==> src/rtl/lpddr_bank_pkg.sv <==
// Shared types, timing counts and command codes for the bank state tracker.
// Assumes a 100 MHz core clock; all times are rounded up to whole cycles.
package lpddr_bank_pkg;

    // =========================================================
    // Geometry
    localparam int NUM_BANKS = 4;
    localparam int BA_W      = 2;
    localparam int ROW_W     = 13;
    localparam int CNT_W     = 16;
    localparam int BL_DEF    = 8;    // Default burst length in data beats

    // =========================================================
    // Timing
    localparam int unsigned CLK_MHZ     = 100;
    localparam int unsigned T_RCD_NS    = 18;
    localparam int unsigned T_RP_NS     = 18;
    localparam int unsigned T_RFCPB_NS  = 60;
    localparam int unsigned T_RFCAB_NS  = 130;
    localparam int unsigned T_MRW_NS    = 50;
    localparam int unsigned T_MRR_NS    = 20;
    localparam int unsigned T_INIT5_NS  = 10000;

    // Least time in ns to clock cycles, rounded up, never below one
    function automatic int unsigned ns2cyc(input int unsigned ns);
        int unsigned c;
        c = (ns * CLK_MHZ + 999) / 1000;
        return (c < 1) ? 1 : c;
    endfunction : ns2cyc

    localparam logic [CNT_W-1:0] C_RCD   = CNT_W'(ns2cyc(T_RCD_NS));
    localparam logic [CNT_W-1:0] C_RP    = CNT_W'(ns2cyc(T_RP_NS));
    localparam logic [CNT_W-1:0] C_RFCPB = CNT_W'(ns2cyc(T_RFCPB_NS));
    localparam logic [CNT_W-1:0] C_RFCAB = CNT_W'(ns2cyc(T_RFCAB_NS));
    localparam logic [CNT_W-1:0] C_MRW   = CNT_W'(ns2cyc(T_MRW_NS));
    localparam logic [CNT_W-1:0] C_MRR   = CNT_W'(ns2cyc(T_MRR_NS));
    localparam logic [CNT_W-1:0] C_INIT5 = CNT_W'(ns2cyc(T_INIT5_NS));
    localparam logic [CNT_W-1:0] C_ONE   = CNT_W'(1);

    // =========================================================
    // Commands, states and carriers
    typedef enum logic [3:0] {
        CMD_NOP, CMD_ACT, CMD_RD, CMD_WR, CMD_BST, CMD_PRE,
        CMD_REF_PB, CMD_REF_AB, CMD_MRW, CMD_MRR, CMD_RESET
    } cmd_e;

    typedef enum logic [3:0] {
        BK_IDLE, BK_ACTIVATING, BK_ACTIVE, BK_READING, BK_WRITING,
        BK_RD_AP, BK_WR_AP, BK_AP_PRE, BK_PRECHARGING, BK_REFRESHING,
        BK_ACT_MRR
    } bank_e;

    typedef enum logic [3:0] {
        DV_POWER_ON, DV_RESETTING, DV_NORMAL, DV_REF_PB, DV_REF_AB,
        DV_MRW, DV_MRR_IDLE, DV_MRR_ACT, DV_MRR_RESET, DV_PRE_ALL
    } dev_e;

    typedef struct packed {
        cmd_e             cmd;   // Decoded command
        logic [BA_W-1:0]  ba;    // Bank address
        logic             ap;    // Auto precharge / all-bank flag
        logic [ROW_W-1:0] row;   // Row address for activate
    } cmd_s;

endpackage : lpddr_bank_pkg

==> src/rtl/lpddr_bank_tracker.sv <==
// Bank state tracker of a four-bank low-power DDR2 memory device.
// Assumes the controller drives ck_i, cke_i and a decoded command bus;
// all of them are asynchronous to clk_i and are synchronised here.
//
// Function
// - Commands count only when CKE is high on two successive link edges.
// - A bank is idle after precharge plus tRP; only then accepts idle commands.
// - Activate to idle bank opens the row; active after tRCD.
// - Precharge closes the row; bank idle once tRP has passed.
// - Read with auto precharge keeps bank busy until tRP after internal precharge.
// - Write with auto precharge keeps bank busy until tRP after internal precharge.
// - Per-bank refresh needs that bank idle; idle again after tRFCpb.
// - All-bank refresh needs all banks idle; all idle after tRFCab.
// - Register write needs all banks idle; all idle after tMRW.
// - Register read while idle lasts tMRR, then all banks idle.
// - Register read to an active bank lasts tMRR, then bank active again.
// - Register read while resetting lasts tMRR, then all banks idle.
// - Reset from power-on or all idle starts initialisation; not bank-specific.
// - Precharge to an idle bank is allowed and still takes tRP.
// - Precharge-all needs every bank prechargeable; all idle after tRP.
// - Burst stop ignores bank and ends the latest burst if it has no auto precharge; bank returns active.
// - New read or write honours its own auto precharge setting.
// - NOP keeps all states; outside device-wide periods other banks take commands their state allows.
`timescale 1ns/1ps
module lpddr_bank_tracker #(
    parameter int BL = lpddr_bank_pkg::BL_DEF  // Burst length: 4, 8 or 16
) (
    input  wire logic                       clk_i,        // Core clock
    input  wire logic                       rst_b_i,      // Async reset, low
    input  wire logic                       ck_i,         // Link clock pin
    input  wire logic                       cke_i,        // Clock enable pin
    input  lpddr_bank_pkg::cmd_s            cmd_i,        // Command bus pins
    output lpddr_bank_pkg::dev_e            dev_state_o,  // Device state
    output lpddr_bank_pkg::bank_e           bank0_o,      // Bank 0 state
    output lpddr_bank_pkg::bank_e           bank1_o,      // Bank 1 state
    output lpddr_bank_pkg::bank_e           bank2_o,      // Bank 2 state
    output lpddr_bank_pkg::bank_e           bank3_o,      // Bank 3 state
    output logic [lpddr_bank_pkg::ROW_W-1:0] row0_o,      // Bank 0 open row
    output logic [lpddr_bank_pkg::ROW_W-1:0] row1_o,      // Bank 1 open row
    output logic [lpddr_bank_pkg::ROW_W-1:0] row2_o,      // Bank 2 open row
    output logic [lpddr_bank_pkg::ROW_W-1:0] row3_o,      // Bank 3 open row
    output logic                            all_idle_o,   // All banks idle
    output logic                            cmd_ok_o,     // Command taken
    output logic                            cmd_err_o     // Command refused
);
    import lpddr_bank_pkg::*;

    // =========================================================
    // Parameter check
    if (!(BL == 4 || BL == 8 || BL == 16)) begin : g_bad_bl
        $error("BL must be 4, 8 or 16");
    end

    // =========================================================
    // Device state, shared timer and burst owner
    typedef struct packed {
        dev_e             st;
        logic [CNT_W-1:0] cnt;
        logic [BA_W-1:0]  last_ba;
        logic             all_idle;
        logic             ok;
        logic             err;
    } dev_s;

    dev_s                   s_q;
    dev_s                   s_d;
    logic                   ln_edge;
    logic                   ln_ok;
    cmd_s                   ln_cmd;
    bank_e                  bst [NUM_BANKS];
    logic [ROW_W-1:0]       rows [NUM_BANKS];
    logic [NUM_BANKS-1:0]   go;
    logic [NUM_BANKS-1:0]   bst_hit;
    logic [NUM_BANKS-1:0]   idle_v;
    logic [NUM_BANKS-1:0]   pre_v;
    logic                   all_idle;
    logic                   all_pre;
    logic                   legal;
    bank_e                  tgt;

    // Bank may take a precharge in this state
    function automatic logic pre_ok(input bank_e s);
        return (s == BK_IDLE) || (s == BK_ACTIVE) ||
               (s == BK_READING) || (s == BK_WRITING);
    endfunction : pre_ok

    // Bank has a read or write burst running
    function automatic logic in_burst(input bank_e s);
        return (s == BK_READING) || (s == BK_WRITING) ||
               (s == BK_RD_AP) || (s == BK_WR_AP);
    endfunction : in_burst

    // =========================================================
    // Link capture
    link_sampler u_link (
        .clk_i    (clk_i),
        .rst_b_i  (rst_b_i),
        .ck_i     (ck_i),
        .cke_i    (cke_i),
        .cmd_i    (cmd_i),
        .edge_o   (ln_edge),
        .cke_ok_o (ln_ok),
        .cmd_o    (ln_cmd)
    );

    // =========================================================
    // Four bank machines
    for (genvar b = 0; b < NUM_BANKS; b++) begin : g_bank
        bank_fsm #(
            .BURST_EDGES (BL / 2)
        ) u_bank (
            .clk_i   (clk_i),
            .rst_b_i (rst_b_i),
            .go_i    (go[b]),
            .cmd_i   (ln_cmd),
            .edge_i  (ln_edge),
            .bst_i   (bst_hit[b]),
            .state_o (bst[b]),
            .row_o   (rows[b])
        );
    end

    // Summary of bank states
    always_comb begin
        for (int b = 0; b < NUM_BANKS; b++) begin
            idle_v[b] = (bst[b] == BK_IDLE);
            pre_v[b]  = pre_ok(bst[b]);
        end
        all_idle = &idle_v;
        all_pre  = &pre_v;
        tgt      = bst[ln_cmd.ba];
    end

    // =========================================================
    // Command check and device state machine
    always_comb begin
        s_d          = s_q;
        s_d.ok       = 1'b0;
        s_d.err      = 1'b0;
        s_d.all_idle = all_idle && (s_d.st != DV_POWER_ON);
        go           = '0;
        bst_hit      = '0;
        legal        = 1'b0;
        if (s_q.cnt != '0) begin
            s_d.cnt = s_q.cnt - C_ONE;
        end
        // Device-wide periods end on the shared timer
        if (s_q.cnt == C_ONE) begin
            case (s_q.st)
                DV_RESETTING,
                DV_REF_PB,
                DV_REF_AB,
                DV_MRW,
                DV_MRR_IDLE,
                DV_MRR_ACT,
                DV_MRR_RESET,
                DV_PRE_ALL:    s_d.st = DV_NORMAL;
                default:       s_d.st = s_q.st;
            endcase
        end
        // A NOP or an unqualified edge changes nothing
        if (ln_edge && ln_ok && ln_cmd.cmd != CMD_NOP) begin
            case (s_q.st)
                DV_POWER_ON: begin
                    if (ln_cmd.cmd == CMD_RESET) begin
                        legal   = 1'b1;
                        s_d.st  = DV_RESETTING;
                        s_d.cnt = C_INIT5;
                    end
                end
                DV_RESETTING: begin
                    if (ln_cmd.cmd == CMD_MRR) begin
                        legal   = 1'b1;
                        s_d.st  = DV_MRR_RESET;
                        s_d.cnt = C_MRR;
                    end
                end
                DV_NORMAL: begin
                    case (ln_cmd.cmd)
                        CMD_ACT: begin
                            legal = (tgt == BK_IDLE);
                            go[ln_cmd.ba] = legal;
                        end
                        CMD_RD,
                        CMD_WR: begin
                            legal = (tgt == BK_ACTIVE) ||
                                    (tgt == BK_READING) ||
                                    (tgt == BK_WRITING);
                            go[ln_cmd.ba] = legal;
                            if (legal) begin
                                s_d.last_ba = ln_cmd.ba;
                            end
                        end
                        CMD_BST: begin
                            legal = (bst[s_q.last_ba] == BK_READING) ||
                                    (bst[s_q.last_ba] == BK_WRITING);
                            bst_hit[s_q.last_ba] = legal;
                        end
                        CMD_PRE: begin
                            if (ln_cmd.ap) begin
                                legal = all_pre;
                                go    = {NUM_BANKS{legal}};
                                if (legal) begin
                                    s_d.st  = DV_PRE_ALL;
                                    s_d.cnt = C_RP;
                                end
                            end else begin
                                legal = pre_ok(tgt);
                                go[ln_cmd.ba] = legal;
                            end
                        end
                        CMD_REF_PB: begin
                            legal = (tgt == BK_IDLE) && !in_burst(tgt);
                            go[ln_cmd.ba] = legal;
                            if (legal) begin
                                s_d.st  = DV_REF_PB;
                                s_d.cnt = C_RFCPB;
                            end
                        end
                        CMD_REF_AB: begin
                            legal = all_idle;
                            if (legal) begin
                                s_d.st  = DV_REF_AB;
                                s_d.cnt = C_RFCAB;
                            end
                        end
                        CMD_MRW: begin
                            legal = all_idle;
                            if (legal) begin
                                s_d.st  = DV_MRW;
                                s_d.cnt = C_MRW;
                            end
                        end
                        CMD_MRR: begin
                            if (all_idle) begin
                                legal   = 1'b1;
                                s_d.st  = DV_MRR_IDLE;
                                s_d.cnt = C_MRR;
                            end else if (tgt == BK_ACTIVE) begin
                                legal   = 1'b1;
                                go[ln_cmd.ba] = 1'b1;
                                s_d.st  = DV_MRR_ACT;
                                s_d.cnt = C_MRR;
                            end
                        end
                        CMD_RESET: begin
                            legal = all_idle;
                            if (legal) begin
                                s_d.st  = DV_RESETTING;
                                s_d.cnt = C_INIT5;
                            end
                        end
                        default: legal = 1'b0;
                    endcase
                end
                // Refresh, register access and precharge-all take no command
                default: legal = 1'b0;
            endcase
            s_d.ok  = legal;
            s_d.err = !legal;
        end
    end

    // State register
    always_ff @(posedge clk_i or negedge rst_b_i) begin
        if (!rst_b_i) begin
            s_q <= '0;
        end else begin
            s_q <= s_d;
        end
    end

    // =========================================================
    // Outputs
    assign dev_state_o = s_q.st;
    assign all_idle_o  = s_q.all_idle;
    assign cmd_ok_o    = s_q.ok;
    assign cmd_err_o   = s_q.err;
    assign bank0_o     = bst[0];
    assign bank1_o     = bst[1];
    assign bank2_o     = bst[2];
    assign bank3_o     = bst[3];
    assign row0_o      = rows[0];
    assign row1_o      = rows[1];
    assign row2_o      = rows[2];
    assign row3_o      = rows[3];

endmodule : lpddr_bank_tracker

==> src/rtl/link_sampler.sv <==
// Samples the controller clock, clock enable and command bus into clk_i.
// Assumes the link clock is much slower than clk_i and the bus is stable
// around each link rising edge.
`timescale 1ns/1ps
module link_sampler (
    input  wire logic                 clk_i,    // Core clock
    input  wire logic                 rst_b_i,  // Async reset, active low
    input  wire logic                 ck_i,     // Link clock pin
    input  wire logic                 cke_i,    // Clock enable pin
    input  lpddr_bank_pkg::cmd_s      cmd_i,    // Command bus pins
    output logic                      edge_o,   // Link rising edge pulse
    output logic                      cke_ok_o, // CKE high on two edges
    output lpddr_bank_pkg::cmd_s      cmd_o     // Command at that edge
);
    import lpddr_bank_pkg::*;

    typedef struct packed {
        logic ck_meta;
        logic ck_sync;
        logic ck_last;
        logic cke_meta;
        logic cke_sync;
        logic cke_prev;
        cmd_s cmd_meta;
        cmd_s cmd_sync;
        logic edge_hit;
        logic ok;
        cmd_s cmd;
    } smp_s;

    smp_s s_q;
    smp_s s_d;

    // =========================================================
    // Two-flop capture, edge detect on the synced copy
    always_comb begin
        s_d          = s_q;
        s_d.ck_meta  = ck_i;
        s_d.ck_sync  = s_q.ck_meta;
        s_d.ck_last  = s_q.ck_sync;
        s_d.cke_meta = cke_i;
        s_d.cke_sync = s_q.cke_meta;
        s_d.cmd_meta = cmd_i;
        s_d.cmd_sync = s_q.cmd_meta;
        s_d.edge_hit = s_q.ck_sync & ~s_q.ck_last;
        if (s_q.ck_sync && !s_q.ck_last) begin
            s_d.ok       = s_q.cke_sync & s_q.cke_prev;
            s_d.cke_prev = s_q.cke_sync;
            s_d.cmd      = s_q.cmd_sync;
        end
    end

    // State register
    always_ff @(posedge clk_i or negedge rst_b_i) begin
        if (!rst_b_i) begin
            s_q <= '0;
        end else begin
            s_q <= s_d;
        end
    end

    assign edge_o   = s_q.edge_hit;
    assign cke_ok_o = s_q.ok;
    assign cmd_o    = s_q.cmd;

endmodule : link_sampler

==> src/rtl/bank_fsm.sv <==
// State machine and timers of one bank.
// Assumes the tracker passes only commands already found legal for it.
`timescale 1ns/1ps
module bank_fsm #(
    parameter int BURST_EDGES = 4      // Link edges per burst
) (
    input  wire logic                              clk_i,   // Core clock
    input  wire logic                              rst_b_i, // Async reset, low
    input  wire logic                              go_i,    // Accepted command
    input  lpddr_bank_pkg::cmd_s                   cmd_i,   // That command
    input  wire logic                              edge_i,  // Link edge pulse
    input  wire logic                              bst_i,   // Burst stop hit
    output lpddr_bank_pkg::bank_e                  state_o, // Bank state
    output logic [lpddr_bank_pkg::ROW_W-1:0]       row_o    // Open row
);
    import lpddr_bank_pkg::*;

    localparam logic [CNT_W-1:0] C_BURST = CNT_W'(BURST_EDGES);

    typedef struct packed {
        bank_e            st;
        logic [CNT_W-1:0] cnt;
        logic [ROW_W-1:0] row;
    } bank_s;

    bank_s s_q;
    bank_s s_d;
    logic  burst;
    logic  done;

    // =========================================================
    // Next state: time-outs first, then the accepted command
    always_comb begin
        s_d   = s_q;
        burst = (s_q.st == BK_READING) || (s_q.st == BK_WRITING) ||
                (s_q.st == BK_RD_AP) || (s_q.st == BK_WR_AP);
        done  = (s_q.cnt == C_ONE) && (!burst || edge_i);
        if (s_q.cnt != '0 && (!burst || edge_i)) begin
            s_d.cnt = s_q.cnt - C_ONE;
        end
        if (done) begin
            case (s_q.st)
                BK_ACTIVATING: s_d.st = BK_ACTIVE;
                BK_READING,
                BK_WRITING:    s_d.st = BK_ACTIVE;
                BK_ACT_MRR:    s_d.st = BK_ACTIVE;
                BK_RD_AP,
                BK_WR_AP: begin
                    s_d.st  = BK_AP_PRE;
                    s_d.cnt = C_RP;
                end
                default:       s_d.st = BK_IDLE;
            endcase
        end
        if (bst_i) begin
            s_d.st  = BK_ACTIVE;
            s_d.cnt = '0;
        end
        if (go_i) begin
            case (cmd_i.cmd)
                CMD_ACT: begin
                    s_d.st  = BK_ACTIVATING;
                    s_d.cnt = C_RCD;
                    s_d.row = cmd_i.row;
                end
                CMD_RD: begin
                    s_d.st  = cmd_i.ap ? BK_RD_AP : BK_READING;
                    s_d.cnt = C_BURST;
                end
                CMD_WR: begin
                    s_d.st  = cmd_i.ap ? BK_WR_AP : BK_WRITING;
                    s_d.cnt = C_BURST;
                end
                CMD_PRE: begin
                    s_d.st  = BK_PRECHARGING;
                    s_d.cnt = C_RP;
                end
                CMD_REF_PB: begin
                    s_d.st  = BK_REFRESHING;
                    s_d.cnt = C_RFCPB;
                end
                CMD_MRR: begin
                    s_d.st  = BK_ACT_MRR;
                    s_d.cnt = C_MRR;
                end
                default: s_d.st = s_q.st;
            endcase
        end
    end

    // State register
    always_ff @(posedge clk_i or negedge rst_b_i) begin
        if (!rst_b_i) begin
            s_q <= '0;
        end else begin
            s_q <= s_d;
        end
    end

    assign state_o = s_q.st;
    assign row_o   = s_q.row;

endmodule : bank_fsm

==> config.mk <==
export PLATFORM = sky130hd
export DESIGN_NAME = lpddr_bank_tracker
export DESIGN_NICKNAME = d
export VERILOG_FILES = /design/src/rtl/lpddr_bank_pkg.sv /design/src/rtl/lpddr_bank_tracker.sv /design/src/rtl/link_sampler.sv /design/src/rtl/bank_fsm.sv
export SDC_FILE = /design/constraint.sdc
export NUM_CORES = 1
export LEC_CHECK = 0
export BUFFER_PORTS_ARGS = -buffer_cell sky130_fd_sc_hd__clkbuf_2
export CAP_MARGIN = 30
export CORE_UTILIZATION = 40
export DETAILED_ROUTE_END_ITERATION = 12
export GPL_ROUTABILITY_DRIVEN = 0
export HOLD_SLACK_MARGIN = 0.12
export PLACE_DENSITY_LB_ADDON = 0.05
export SYNTH_ARGS = -nofsm -noshare
export SYNTH_HDL_FRONTEND = slang
export SYNTH_SLANG_ARGS = --single-unit
==> constraint.sdc <==
create_clock -name clk_i -period 2.95 [get_ports clk_i]
set_clock_uncertainty 0.05 [all_clocks]
set_input_delay 0.59 -clock clk_i [delete_from_list [all_inputs] [get_ports clk_i]]
set_output_delay 0.59 -clock clk_i [all_outputs]
set_load 0.1 [all_outputs]
==> results of run 1 <==
[cells in the mapped netlist, types with 9 or more instances]
| master | instances | area share, % |
|---|---|---|
| dfrtp_1 | 225 | 49 |
| nand2_1 | 127 | 4.1 |
| nor2_1 | 119 | 3.9 |
| buf_4 | 76 | 4.9 |
| o21ai_0 | 62 | 2.7 |
| xnor2_1 | 51 | 3.9 |
| a21oi_1 | 37 | 1.6 |
| nor3_1 | 37 | 1.6 |
| o21ai_1 | 32 | 1.4 |
| clkbuf_1 | 28 | 0.91 |
| nand3_1 | 27 | 1.2 |
| nor4_1 | 26 | 1.4 |
| mux2_2 | 23 | 2.2 |
| inv_1 | 20 | 0.65 |
| xor2_1 | 20 | 1.5 |
| nand2b_1 | 14 | 0.76 |
| nor2b_1 | 13 | 0.70 |
| o21ai_2 | 12 | 0.91 |
| or4_1 | 12 | 0.78 |
| ha_1 | 11 | 1.2 |
| buf_2 | 10 | 0.43 |
| nand4_1 | 10 | 0.54 |
| mux2i_1 | 9 | 0.78 |
[per-layer routing]
| metal | wire length [microns] | share of wire, % |
|---|---|---|
| met3 | 1070 | 3.6 |
| met1 | 14200 | 48 |
| met2 | 13100 | 45 |
| met4 | 968 | 3.3 |
| met5 | 0 | 0 |
[kinds of logic (layout without fill, tap and decap cells)]
group	count (synthesis)	in the layout	synth area share [%]
AO/OA/AOI/OAI	212	212	12.0
XOR/XNOR	71	71	5.38
adder cells (fa/ha/maj)	11	11	1.19
buffers and inverters	140	265	7.42
flip-flops	225	225	48.7
multiplexers	42	42	4.78
AND/OR/NAND/NOR	459	459	20.4
[area by class of cell]
| type | instances | area share, % |
|---|---|---|
| flip-flops and latches | 225 | 41.7 |
| multi-input cells | 795 | 37.6 |
| repair buffers | 200 | 10.4 |
| clock buffers | 32 | 5.21 |
| well taps | 378 | 3.50 |
| clock inverters | 13 | 1.07 |
| inverters | 20 | 0.556 |
[power by group through the flow]
stage / Clock [mW] / Combinational [mW] / Sequential (mW)
6_report: 3.17 / 2.09 / 4.29
5_1_grt: 3.39 / 2.41 / 4.39
4_1_cts: 3.28 / 2.12 / 4.29
3_5_place_dp: 0 / 2.08 / 4.34
3_3_place_gp: 0 / 2.06 / 4.33
2_1_floorplan: 0 / 1.58 / 4.20
[critical path: cells and delay by family, from the launching register on]
kind,cells,cell delay (ns)
AOI/OAI and AO/OA,3,0.76
DFF,1,0.48
muxes,1,0.64
and+or+nand+nor,2,0.80
[how the worst max path moves through the flow]
stage                                       end  slack [ns]  cells past startpoint
CTS                 g_bank[1].u_bank.state_o[0]        0.09                      6
global route        g_bank[0].u_bank.state_o[0]      0.0002                      6
global placement      g_bank[1].u_bank.row_o[2]        0.08                      7
floorplan           g_bank[2].u_bank.state_o[1]        0.38                      7
finish              g_bank[1].u_bank.state_o[0]        0.14                      6
detailed placement    g_bank[1].u_bank.row_o[1]      -0.007                      7
[state kept, by name, summed over array words and instances (netlist names)]
register,count
s_q,18
all_idle_o,1
g_bank.u_bank.s_q,64
u_link.cmd_o,20
g_bank.u_bank.row_o,52
u_link.edge_o,1
u_link.s_q,23
dev_state_o,4
cmd_ok_o,1
cmd_err_o,1
u_link.s_d,23
g_bank.u_bank.state_o,16
u_link.cke_ok_o,1
[through the flow]
step	instance area [sq um]	utilization, %	total power, mW	hold WS [ns]
floorplan	11600	-	5.77	0.244
global placement	12400	44.2	6.39	0.282
detailed placement	12400	44.2	6.42	0.285
CTS	13500	48.0	9.69	0.125
global route	13500	48.1	10.2	0.303
finish	13500	48.1	9.56	0.295
[repair_timing]
| action | CTS | global route |
|---|---|---|
| gates resized for setup | 1 | 2 |
| buffers inserted | 0 | 0 |
| endpoints found under the setup margin | 4 | 7 |
| hold buffers | 22 | 1 |
| hold endpoints to repair | 74 | 1 |
| pin swaps | 0 | 1 |
==> results.json, run 1 <==
{
  "outcome": "finished clean",
  "cp-end-kind": "register",
  "syn-mean-instance-area_sq_um": 9.96,
  "whs_path_depth": 0,
  "slew_viol_final": 0,
  "path_max_fanout": 6,
  "slew_headroom_pct": 53.5,
  "start_util_pct": 41.1,
  "dieArea_sq_um": 29600,
  "synthFlopType": "dfrtp_1",
  "ff2ff_path_depth": 6,
  "worst_path_max_delay_cell": "mux4_2",
  "avgViaCountPerCell": 5.22,
  "grt_use_total_pct": 20.4,
  "comb_power_share_pct": 21.9,
  "critPathRequiredTime_ns": 3.36,
  "io_buffers": 98,
  "cts.root.buffer_cell": "clkbuf_16",
  "regArea_sq_um": 5630,
  "vias": 8676,
  "htreeDepth": 1,
  "swShare_pct": 31.7,
  "rsz0062_at_grt": "false",
  "power.leakage_nw": 5.84,
  "grt_pass1_wl_microns": 47400,
  "dr.pass1.iters": 5,
  "finalSetupViolCount": 0,
  "slowest_delay_ns": 0.64,
  "cts.clk_slew.worst_paths_ns": 0.06,
  "pre_cts_slack_ns": -0.00658,
  "syn-num-nets": 1195,
  "ys_types": 82,
  "rows": 61,
  "layout_commonest_cell": "dfrtp_1",
  "worstHoldStart": "u_link.s_d[39]",
  "cts_tree": "built",
  "hold_viol": 0,
  "synth_seq_cells": 225,
  "layout_common_cells": "dfrtp_1, nand2_1, nor2_1",
  "synth_edf_count": 0,
  "drtIter0Drc": 472,
  "post-dp-hpwl_microns": 21400,
  "fin_crit_sh_pct": 95.3,
  "grt_overflow": 0,
  "fin_cells": 1663,
  "clk_latency_ns": 0.54,
  "synthToLayoutAreaGrowth_pct": 16.9,
  "crit_type": "reg2reg",
  "setup.worst_path.start_class": "register",
  "place_inst": 1595,
  "antenna_found_initial": 0,
  "drv_cap": 0,
  "tns_ns": 0,
  "period_minus_slack_ns": 2.81,
  "worst_slew_pin_slew_ns": 0.691,
  "use_met3_pct": 2.93,
  "powerDensity_nw_per_um2": 708,
  "drive_above_1_share_pct": 23.2,
  "drc": 0,
  "cts_buffers": 26,
  "reg2reg_setup_slack_ns": 0.14,
  "crit_start": "u_link.cmd_o[14]",
  "multiInputGateArea_sq_um": 5080,
  "fp.dieW_microns": 172,
  "netlist_area_sq_um": 11600,
  "async_flop_share_pct": 100,
  "use_met2_pct": 31.7,
  "power_switching_mw": 3.03,
  "grt_pass1_vias": 8463,
  "crit_arrival_ns": 3.22,
  "grt_busiest_layer": "met2",
  "grt_max_degree": 59,
  "clkSinkCount": 225,
  "setup_ws_ns": 0.140,
  "clkPwrFrac_pct": 33.2,
  "ios": 99,
  "ant_nets": 0,
  "vdd_ir_drop_max_uv": 413,
  "diodes": 0,
  "fmax_mhz": 356,
  "fin_nets": 1303,
  "postRouteWirelength_microns": 29300,
  "fillers": 2745,
  "core_area_sq_um": 28100,
  "p_seq_share_pct": 44.9,
  "hold_end": "u_link.s_q[39]",
  "hp-class": "reg2reg",
  "cts_buffer_depth": 3,
  "synth_cells": 1160,
  "fp.dieH_microns": 172,
  "yosysSeqAreaShare_pct": 48.7,
  "r2r-start": "u_link.cmd_o[14]",
  "ys.warnings.count": 0,
  "wl_per_cell_microns": 17.6,
  "timing.rr.end": "g_bank[1].u_bank.state_o[0]",
  "path_cells": "mux4_2 -> or4b_4 -> and2_4 -> a2111oi_4 -> a21oi_1 -> o21ai_1",
  "grt_util_met1_pct": 29.1,
  "internal_power_mw": 6.53
}
Note: power is estimated with default switching activity, not from simulation.
==> run 2: changes to the inputs <==
BUFFER_PORTS_ARGS = -buffer_cell sky130_fd_sc_hd__buf_2   (was -buffer_cell sky130_fd_sc_hd__clkbuf_2)
CORE_MARGIN = 2   (was not set)
CTS_BUF_LIST = sky130_fd_sc_hd__clkbuf_8   (was not set)
==> run 2 against run 1 <==
  * Final cell count grew 1.8%
  * Non-clock buffer count unchanged
  * Count of clock-buffer cells in the layout increased by 18
  * Sequential share of layout area about the same
  * Cell area about the same
  * Combinational power barely moved
  * Register-to-register slack better by 0.02 ns
  * First-iteration DRC count decreased by 8.9%
  * Global-route usage decreased by 0.23 points
  * Largest cell class unchanged
==> results.json, run 2 (synthesis results as in run 1) <==
{
  "outcome": "finished clean",
  "critPathRequiredTime_ns": 3.35,
  "post-dp-hpwl_microns": 21500,
  "htreeDepth": 2,
  "power.leakage_nw": 5.95,
  "dpl_cell_area_sq_um": 12400,
  "period_minus_slack_ns": 2.79,
  "clkSinkCount": 225,
  "start_util_pct": 40.5,
  "slew_viol_final": 0,
  "synthToLayoutAreaGrowth_pct": 16.8,
  "fin_cells": 1693,
  "post-cts-setup-buffers": 0,
  "rsz0062_at_grt": "false",
  "ff2ff_path_depth": 7,
  "crit_type": "reg2reg",
  "ant_nets": 0,
  "dieArea_sq_um": 30300,
  "cp-end-kind": "register",
  "layout_common_cells": "dfrtp_1, nand2_1, nor2_1",
  "fmax_mhz": 358,
  "grt_use_total_pct": 20.1,
  "drv_cap": 0,
  "layout_commonest_cell": "dfrtp_1",
  "finalSetupViolCount": 0,
  "cts_buffers": 42,
  "ios": 99,
  "whs_path_depth": 0,
  "vias": 8714,
  "hp-class": "reg2reg",
  "drive_above_1_share_pct": 24.0,
  "powerDensity_nw_per_um2": 691,
  "place_inst": 1601,
  "cts.clk_slew.worst_paths_ns": 0.06,
  "largest_reg_flops": 64,
  "grt_pass1_vias": 8888,
  "slew_headroom_pct": 54.8,
  "cts_buffer_depth": 3,
  "design_area_sq_um": 13500,
  "drtIter0Drc": 430,
  "hold_viol": 0,
  "dr.pass1.iters": 5,
  "whs_ns": 0.293,
  "fp.dieH_microns": 174,
  "avgViaCountPerCell": 5.15,
  "worst_slew_pin_slew_ns": 0.672,
  "diodes": 0,
  "setup.worst_path.start_class": "register",
  "fin_crit_sh_pct": 94.7,
  "grt_pass1_wl_microns": 48600,
  "core_area_sq_um": 28500,
  "crit_arrival_ns": 3.19,
  "vdd_ir_drop_max_uv": 379,
  "antenna_found_initial": 0,
  "fin_nets": 1319,
  "tns_ns": 0,
  "rows": 62,
  "drc": 0,
  "cts_tree": "built",
  "postRouteWirelength_microns": 29800,
  "wl_per_cell_microns": 17.6,
  "regMostFlops": "g_bank.u_bank.s_q",
  "grt_max_degree": 67,
  "cts.root.buffer_cell": "clkbuf_8",
  "fp.dieW_microns": 174,
  "io_buffers": 98,
  "path_max_fanout": 16,
  "grt_overflow": 0,
  "clk_latency_ns": 0.57
}
==> run 2: changes by cell type in the layout (fill, tap and decap cells not counted), moves of 3 or more <==
| cell | before | now |
|---|---|---|
| clkinv_2 | 8 | 3 |
| clkbuf_16 | 26 | 0 |
| clkbuf_2 | 97 | 0 |
| buf_2 | 0 | 97 |
| clkbuf_8 | 3 | 50 |
| clkbuf_1 | 3 | 0 |
| inv_1 | 20 | 32 |
==> run 2: final timing paths <==
kind                                                to  slack (ns)             start
setup / recovery             g_bank[0].u_bank.row_o[0]        0.16  u_link.cmd_o[14]
setup reg to reg             g_bank[0].u_bank.row_o[0]        0.16  u_link.cmd_o[14]
min in group asynchronous  g_bank[1].u_bank.state_o[3]        0.51           rst_b_i
hold reg to reg                         u_link.s_q[40]        0.29    u_link.s_d[40]
max in group asynchronous    g_bank[2].u_bank.row_o[8]        1.58           rst_b_i
hold / removal                          u_link.s_q[40]        0.29    u_link.s_d[40]
==> run 2: routing by layer <==
metal / up-vias / track usage, % / share of wire (%)
met2: 198 / 32.1 / 46
met4: 0 / 6.97 / 2.8
met5: - / 0 / 0
li1: 4252 / - / -
met1: 4216 / 27.4 / 46
met3: 48 / 4.18 / 5.0
==> run 2: layout make-up <==
type / count / area (sq um)
Fill cell: 2800 / 15100
Clock inverter: 19 / 129
Clock buffer: 50 / 688
Inverter: 20 / 75.1
Tap cell: 384 / 480
Multi-Input combinational cell: 795 / 5110
Timing Repair Buffer: 200 / 1390
Sequential cell: 225 / 5630
==> run 2: what timing repair did <==
| item | in CTS | in global routing |
|---|---|---|
| hold endpoints to repair | 73 | 0 |
| endpoints found under the setup margin | 0 | 33 |
| hold buffers | 23 | 0 |
| resized for setup | 0 | 5 |
==> run 2: where the power goes <==
part / internal [mW] / switching (mW) / total, mW
Sequential: 3.69 / 0.594 / 4.29
Combinational: 0.968 / 1.11 / 2.08
Clock: 1.63 / 1.32 / 2.96
==> run 2: stage by stage <==
stage / utilization (%) / power [mW] / setup slack (ns)
2_1_floorplan: - / 5.77 / 0.375
3_3_place_gp: 43.5 / 6.37 / 0.119
4_1_cts: 47.2 / 9.49 / 0.0440
3_5_place_dp: 43.5 / 6.40 / 0.0506
5_1_grt: 47.3 / 10.0 / 0.0395
6_report: 47.3 / 9.32 / 0.156
==> run 2: critical path, cell delays in order (launching register included) <==
cell and delay, ns:
dfrtp_1 0.48, mux4_2 0.63, or4b_4 0.60, and3_4 0.22
nand2_2 0.15, a31oi_4 0.14, buf_12 0.18, o21ai_0 0.22
==> run 3: changes to the inputs <==
ABC_AREA = 1   (was not set)
==> run 3 against run 2 <==
  * Global-route usage decreased by 0.43 points
  * Wire length about the same
  * Maximum frequency rose by 5.1%
  * Critical path depth rose by 3
  * Setup slack improved by 0.14 ns
  * Register-to-register slack improved by 0.14 ns
  * Sequential power barely moved
  * Die area up 2.8%
  * First-iteration DRC count is 44% higher
  * Count of clock-buffer cells in the layout stayed put
  * Via count up 12%
  * Flip-flop and latch count unchanged
==> results.json, run 3 <==
{
  "wl_per_cell_microns": 14.9,
  "synth_area_leader_cell": "dfrtp_1",
  "finalSetupViolCount": 0,
  "synth_edf_count": 0,
  "dieArea_sq_um": 31100,
  "ys_top_cells_by_area": "dfrtp_1, nand2_1, nor2_1, o21ai_0, buf_4",
  "outcome": "finished clean",
  "utilization_pct": 45.7,
  "grt_use_total_pct": 19.7,
  "setup.worst_path.start_class": "register",
  "netlist_area_sq_um": 11900,
  "powerDensity_nw_per_um2": 734,
  "async_flop_share_pct": 100,
  "top_layer_used": "met4",
  "routed-wl-met3_microns": 1610,
  "fp.dieW_microns": 176,
  "yosysMostFrequentCell": "nand2_1",
  "r2r-start": "s_q[4]",
  "postRouteWirelength_microns": 29800,
  "post-cts-setup-buffers": 0,
  "syn-mean-instance-area_sq_um": 8.01,
  "ys_top_cells_by_count": "nand2_1, dfrtp_1, nor2_1",
  "core_area_sq_um": 29500,
  "avgViaCountPerCell": 4.90,
  "synth_cells": 1484,
  "htreeDepth": 2,
  "vdd_ir_drop_max_uv": 384,
  "grt_pass1_wl_microns": 49500,
  "cts_buffer_depth": 3,
  "dr.pass1.iters": 7,
  "cts.root.buffer_cell": "clkbuf_8",
  "period_minus_slack_ns": 2.66,
  "grt_pass1_vias": 9594,
  "hp-class": "reg2reg",
  "clk_latency_ns": 0.57,
  "start_util_pct": 40.3,
  "clkSinkCount": 225,
  "fin_nets": 1608,
  "hold_viol": 0,
  "syn-num-nets": 1519,
  "post-dp-hpwl_microns": 21200,
  "grt_max_degree": 63,
  "ant_nets": 0,
  "ios": 99,
  "reg2reg_setup_slack_ns": 0.29,
  "crit_arrival_ns": 3.05,
  "vias": 9765,
  "rows": 63,
  "synthToLayoutAreaGrowth_pct": 13.4,
  "layout_common_cells": "nand2_1, dfrtp_1, nor2_1",
  "worstHoldStart": "u_link.s_d[41]",
  "antenna_found_initial": 0,
  "slew_viol_final": 0,
  "drc": 0,
  "yosysSeqAreaShare_pct": 47.4,
  "internal_power_mw": 6.35,
  "comb_power_share_pct": 26.7,
  "drive_above_1_share_pct": 14.8,
  "cts.clk_slew.worst_paths_ns": 0.06,
  "critPathRequiredTime_ns": 3.34,
  "cp-end-kind": "register",
  "cts_buffers": 41,
  "rsz0062_at_grt": "false",
  "power.leakage_nw": 6.74,
  "power_switching_mw": 3.54,
  "ys_types": 49,
  "path_max_fanout": 14,
  "layout_commonest_cell": "nand2_1",
  "synthFlopType": "dfrtp_1",
  "worst_slew_pin_slew_ns": 0.689,
  "met2_wirelength_microns": 13600,
  "io_buffers": 98,
  "fp.dieH_microns": 176,
  "slew_headroom_pct": 54.0,
  "largest_reg_flops": 64,
  "drv_cap": 0,
  "drt-met1-wl_microns": 13800,
  "synth_seq_cells": 225,
  "fmax_mhz": 376,
  "fin_crit_sh_pct": 90.1,
  "crit_start": "s_q[4]",
  "regMostFlops": "g_bank.u_bank.s_q",
  "clkPwrFrac_pct": 30.1,
  "p_seq_share_pct": 43.3,
  "swShare_pct": 35.8,
  "synth_top_area_share_pct": 47.4,
  "ys.warnings.count": 0,
  "diodes": 0,
  "cts_tree": "built",
  "crit_type": "reg2reg",
  "grt_overflow": 0,
  "tns_ns": 0,
  "drtIter0Drc": 621
}
-- run 3: cell types whose count changed after synthesis, moves of 20 or more --
cell | previous run | this run
inv_1 | 20 | 147
nand2_1 | 127 | 350
nor2_2 | 1 | 26
nand4_1 | 10 | 38
mux2_2 | 23 | 0
nor2_1 | 119 | 193
nand3_1 | 27 | 75
xor2_1 | 20 | 42
clkbuf_1 | 28 | 4
xnor2_1 | 51 | 19
o21ai_0 | 62 | 113
o21ai_1 | 32 | 12
-- run 3: power groups by stage --
stage	Combinational, mW	Sequential, mW	Clock [mW]
floorplan	2.06	4.23	0
global placement	2.62	4.33	0
detailed placement	2.62	4.32	0
CTS	2.67	4.28	3.11
global route	3.07	4.38	3.23
finish	2.64	4.28	2.98
-- run 3: cells by family after synthesis --
logic type / count (synthesis) / synth area share, %
and+or+nand+nor: 751 / 27.7
buffers and inverters: 249 / 10.5
DFF: 225 / 47.4
AOI/OAI and AO/OA: 187 / 8.85
xor gates and xnor gates: 61 / 4.50
adders and majority gates: 11 / 1.16
-- run 3: stage by stage --
| stage | instances | power (mW) | setup WS [ns] | hold WS, ns | instance area [sq um] |
|---|---|---|---|---|---|
| floorplan | 1484 | 6.29 | 0.877 | 0.244 | 11900 |
| global placement | 1897 | 6.94 | 0.283 | 0.281 | 12400 |
| detailed placement | 1897 | 6.94 | 0.256 | 0.285 | 12400 |
| CTS | 1991 | 10.1 | 0.221 | 0.297 | 13500 |
| global route | 1991 | 10.7 | 0.0695 | 0.302 | 13500 |
| finish | 1991 | 9.89 | 0.292 | 0.295 | 13500 |
-- run 3: worst paths after layout --
check                                             to  cells past startpoint
hold / removal                        u_link.s_q[41]                      0
hold reg to reg                       u_link.s_q[41]                      0
setup reg to reg            g_bank[2].u_bank.s_q[17]                     10
max in group asynchronous             dev_state_o[0]                      3
min in group asynchronous  g_bank[1].u_bank.row_o[0]                      2
setup / recovery            g_bank[2].u_bank.s_q[17]                     10
-- run 3: layout make-up --
class | count | area [sq um]
Inverter | 154 | 578
Tap cell | 390 | 488
Clock buffer | 50 | 688
Multi-Input combinational cell | 1010 | 5010
Sequential cell | 225 | 5630
Clock inverter | 21 | 135
Timing Repair Buffer | 141 | 943
Fill cell | 3046 | 16000
-- run 3: repair_timing --
| action | CTS | global route |
|---|---|---|
| resized for setup | 0 | 1 |
| endpoints found under the hold margin | 67 | 0 |
| hold buffers | 23 | 0 |
| setup endpoints to repair | 0 | 63 |
-- run 3: metal layers --
layer	vias to the layer above	GRT usage, %
met5	-	0
met4	0	6.51
met3	61	3.83
met2	226	31.8
met1	4588	26.7
li1	4890	-
-- run 3: critical path: stages (launching register included) --
cell	delay (ns)
dfrtp_1	0.45
nor2_1	0.35
inv_1	0.13
o22ai_1	0.16
nor2_1	0.08
a21oi_1	0.17
and2_1	0.37
nand3_1	0.30
nand3_2	0.15
buf_4	0.25
nor2_1	0.07
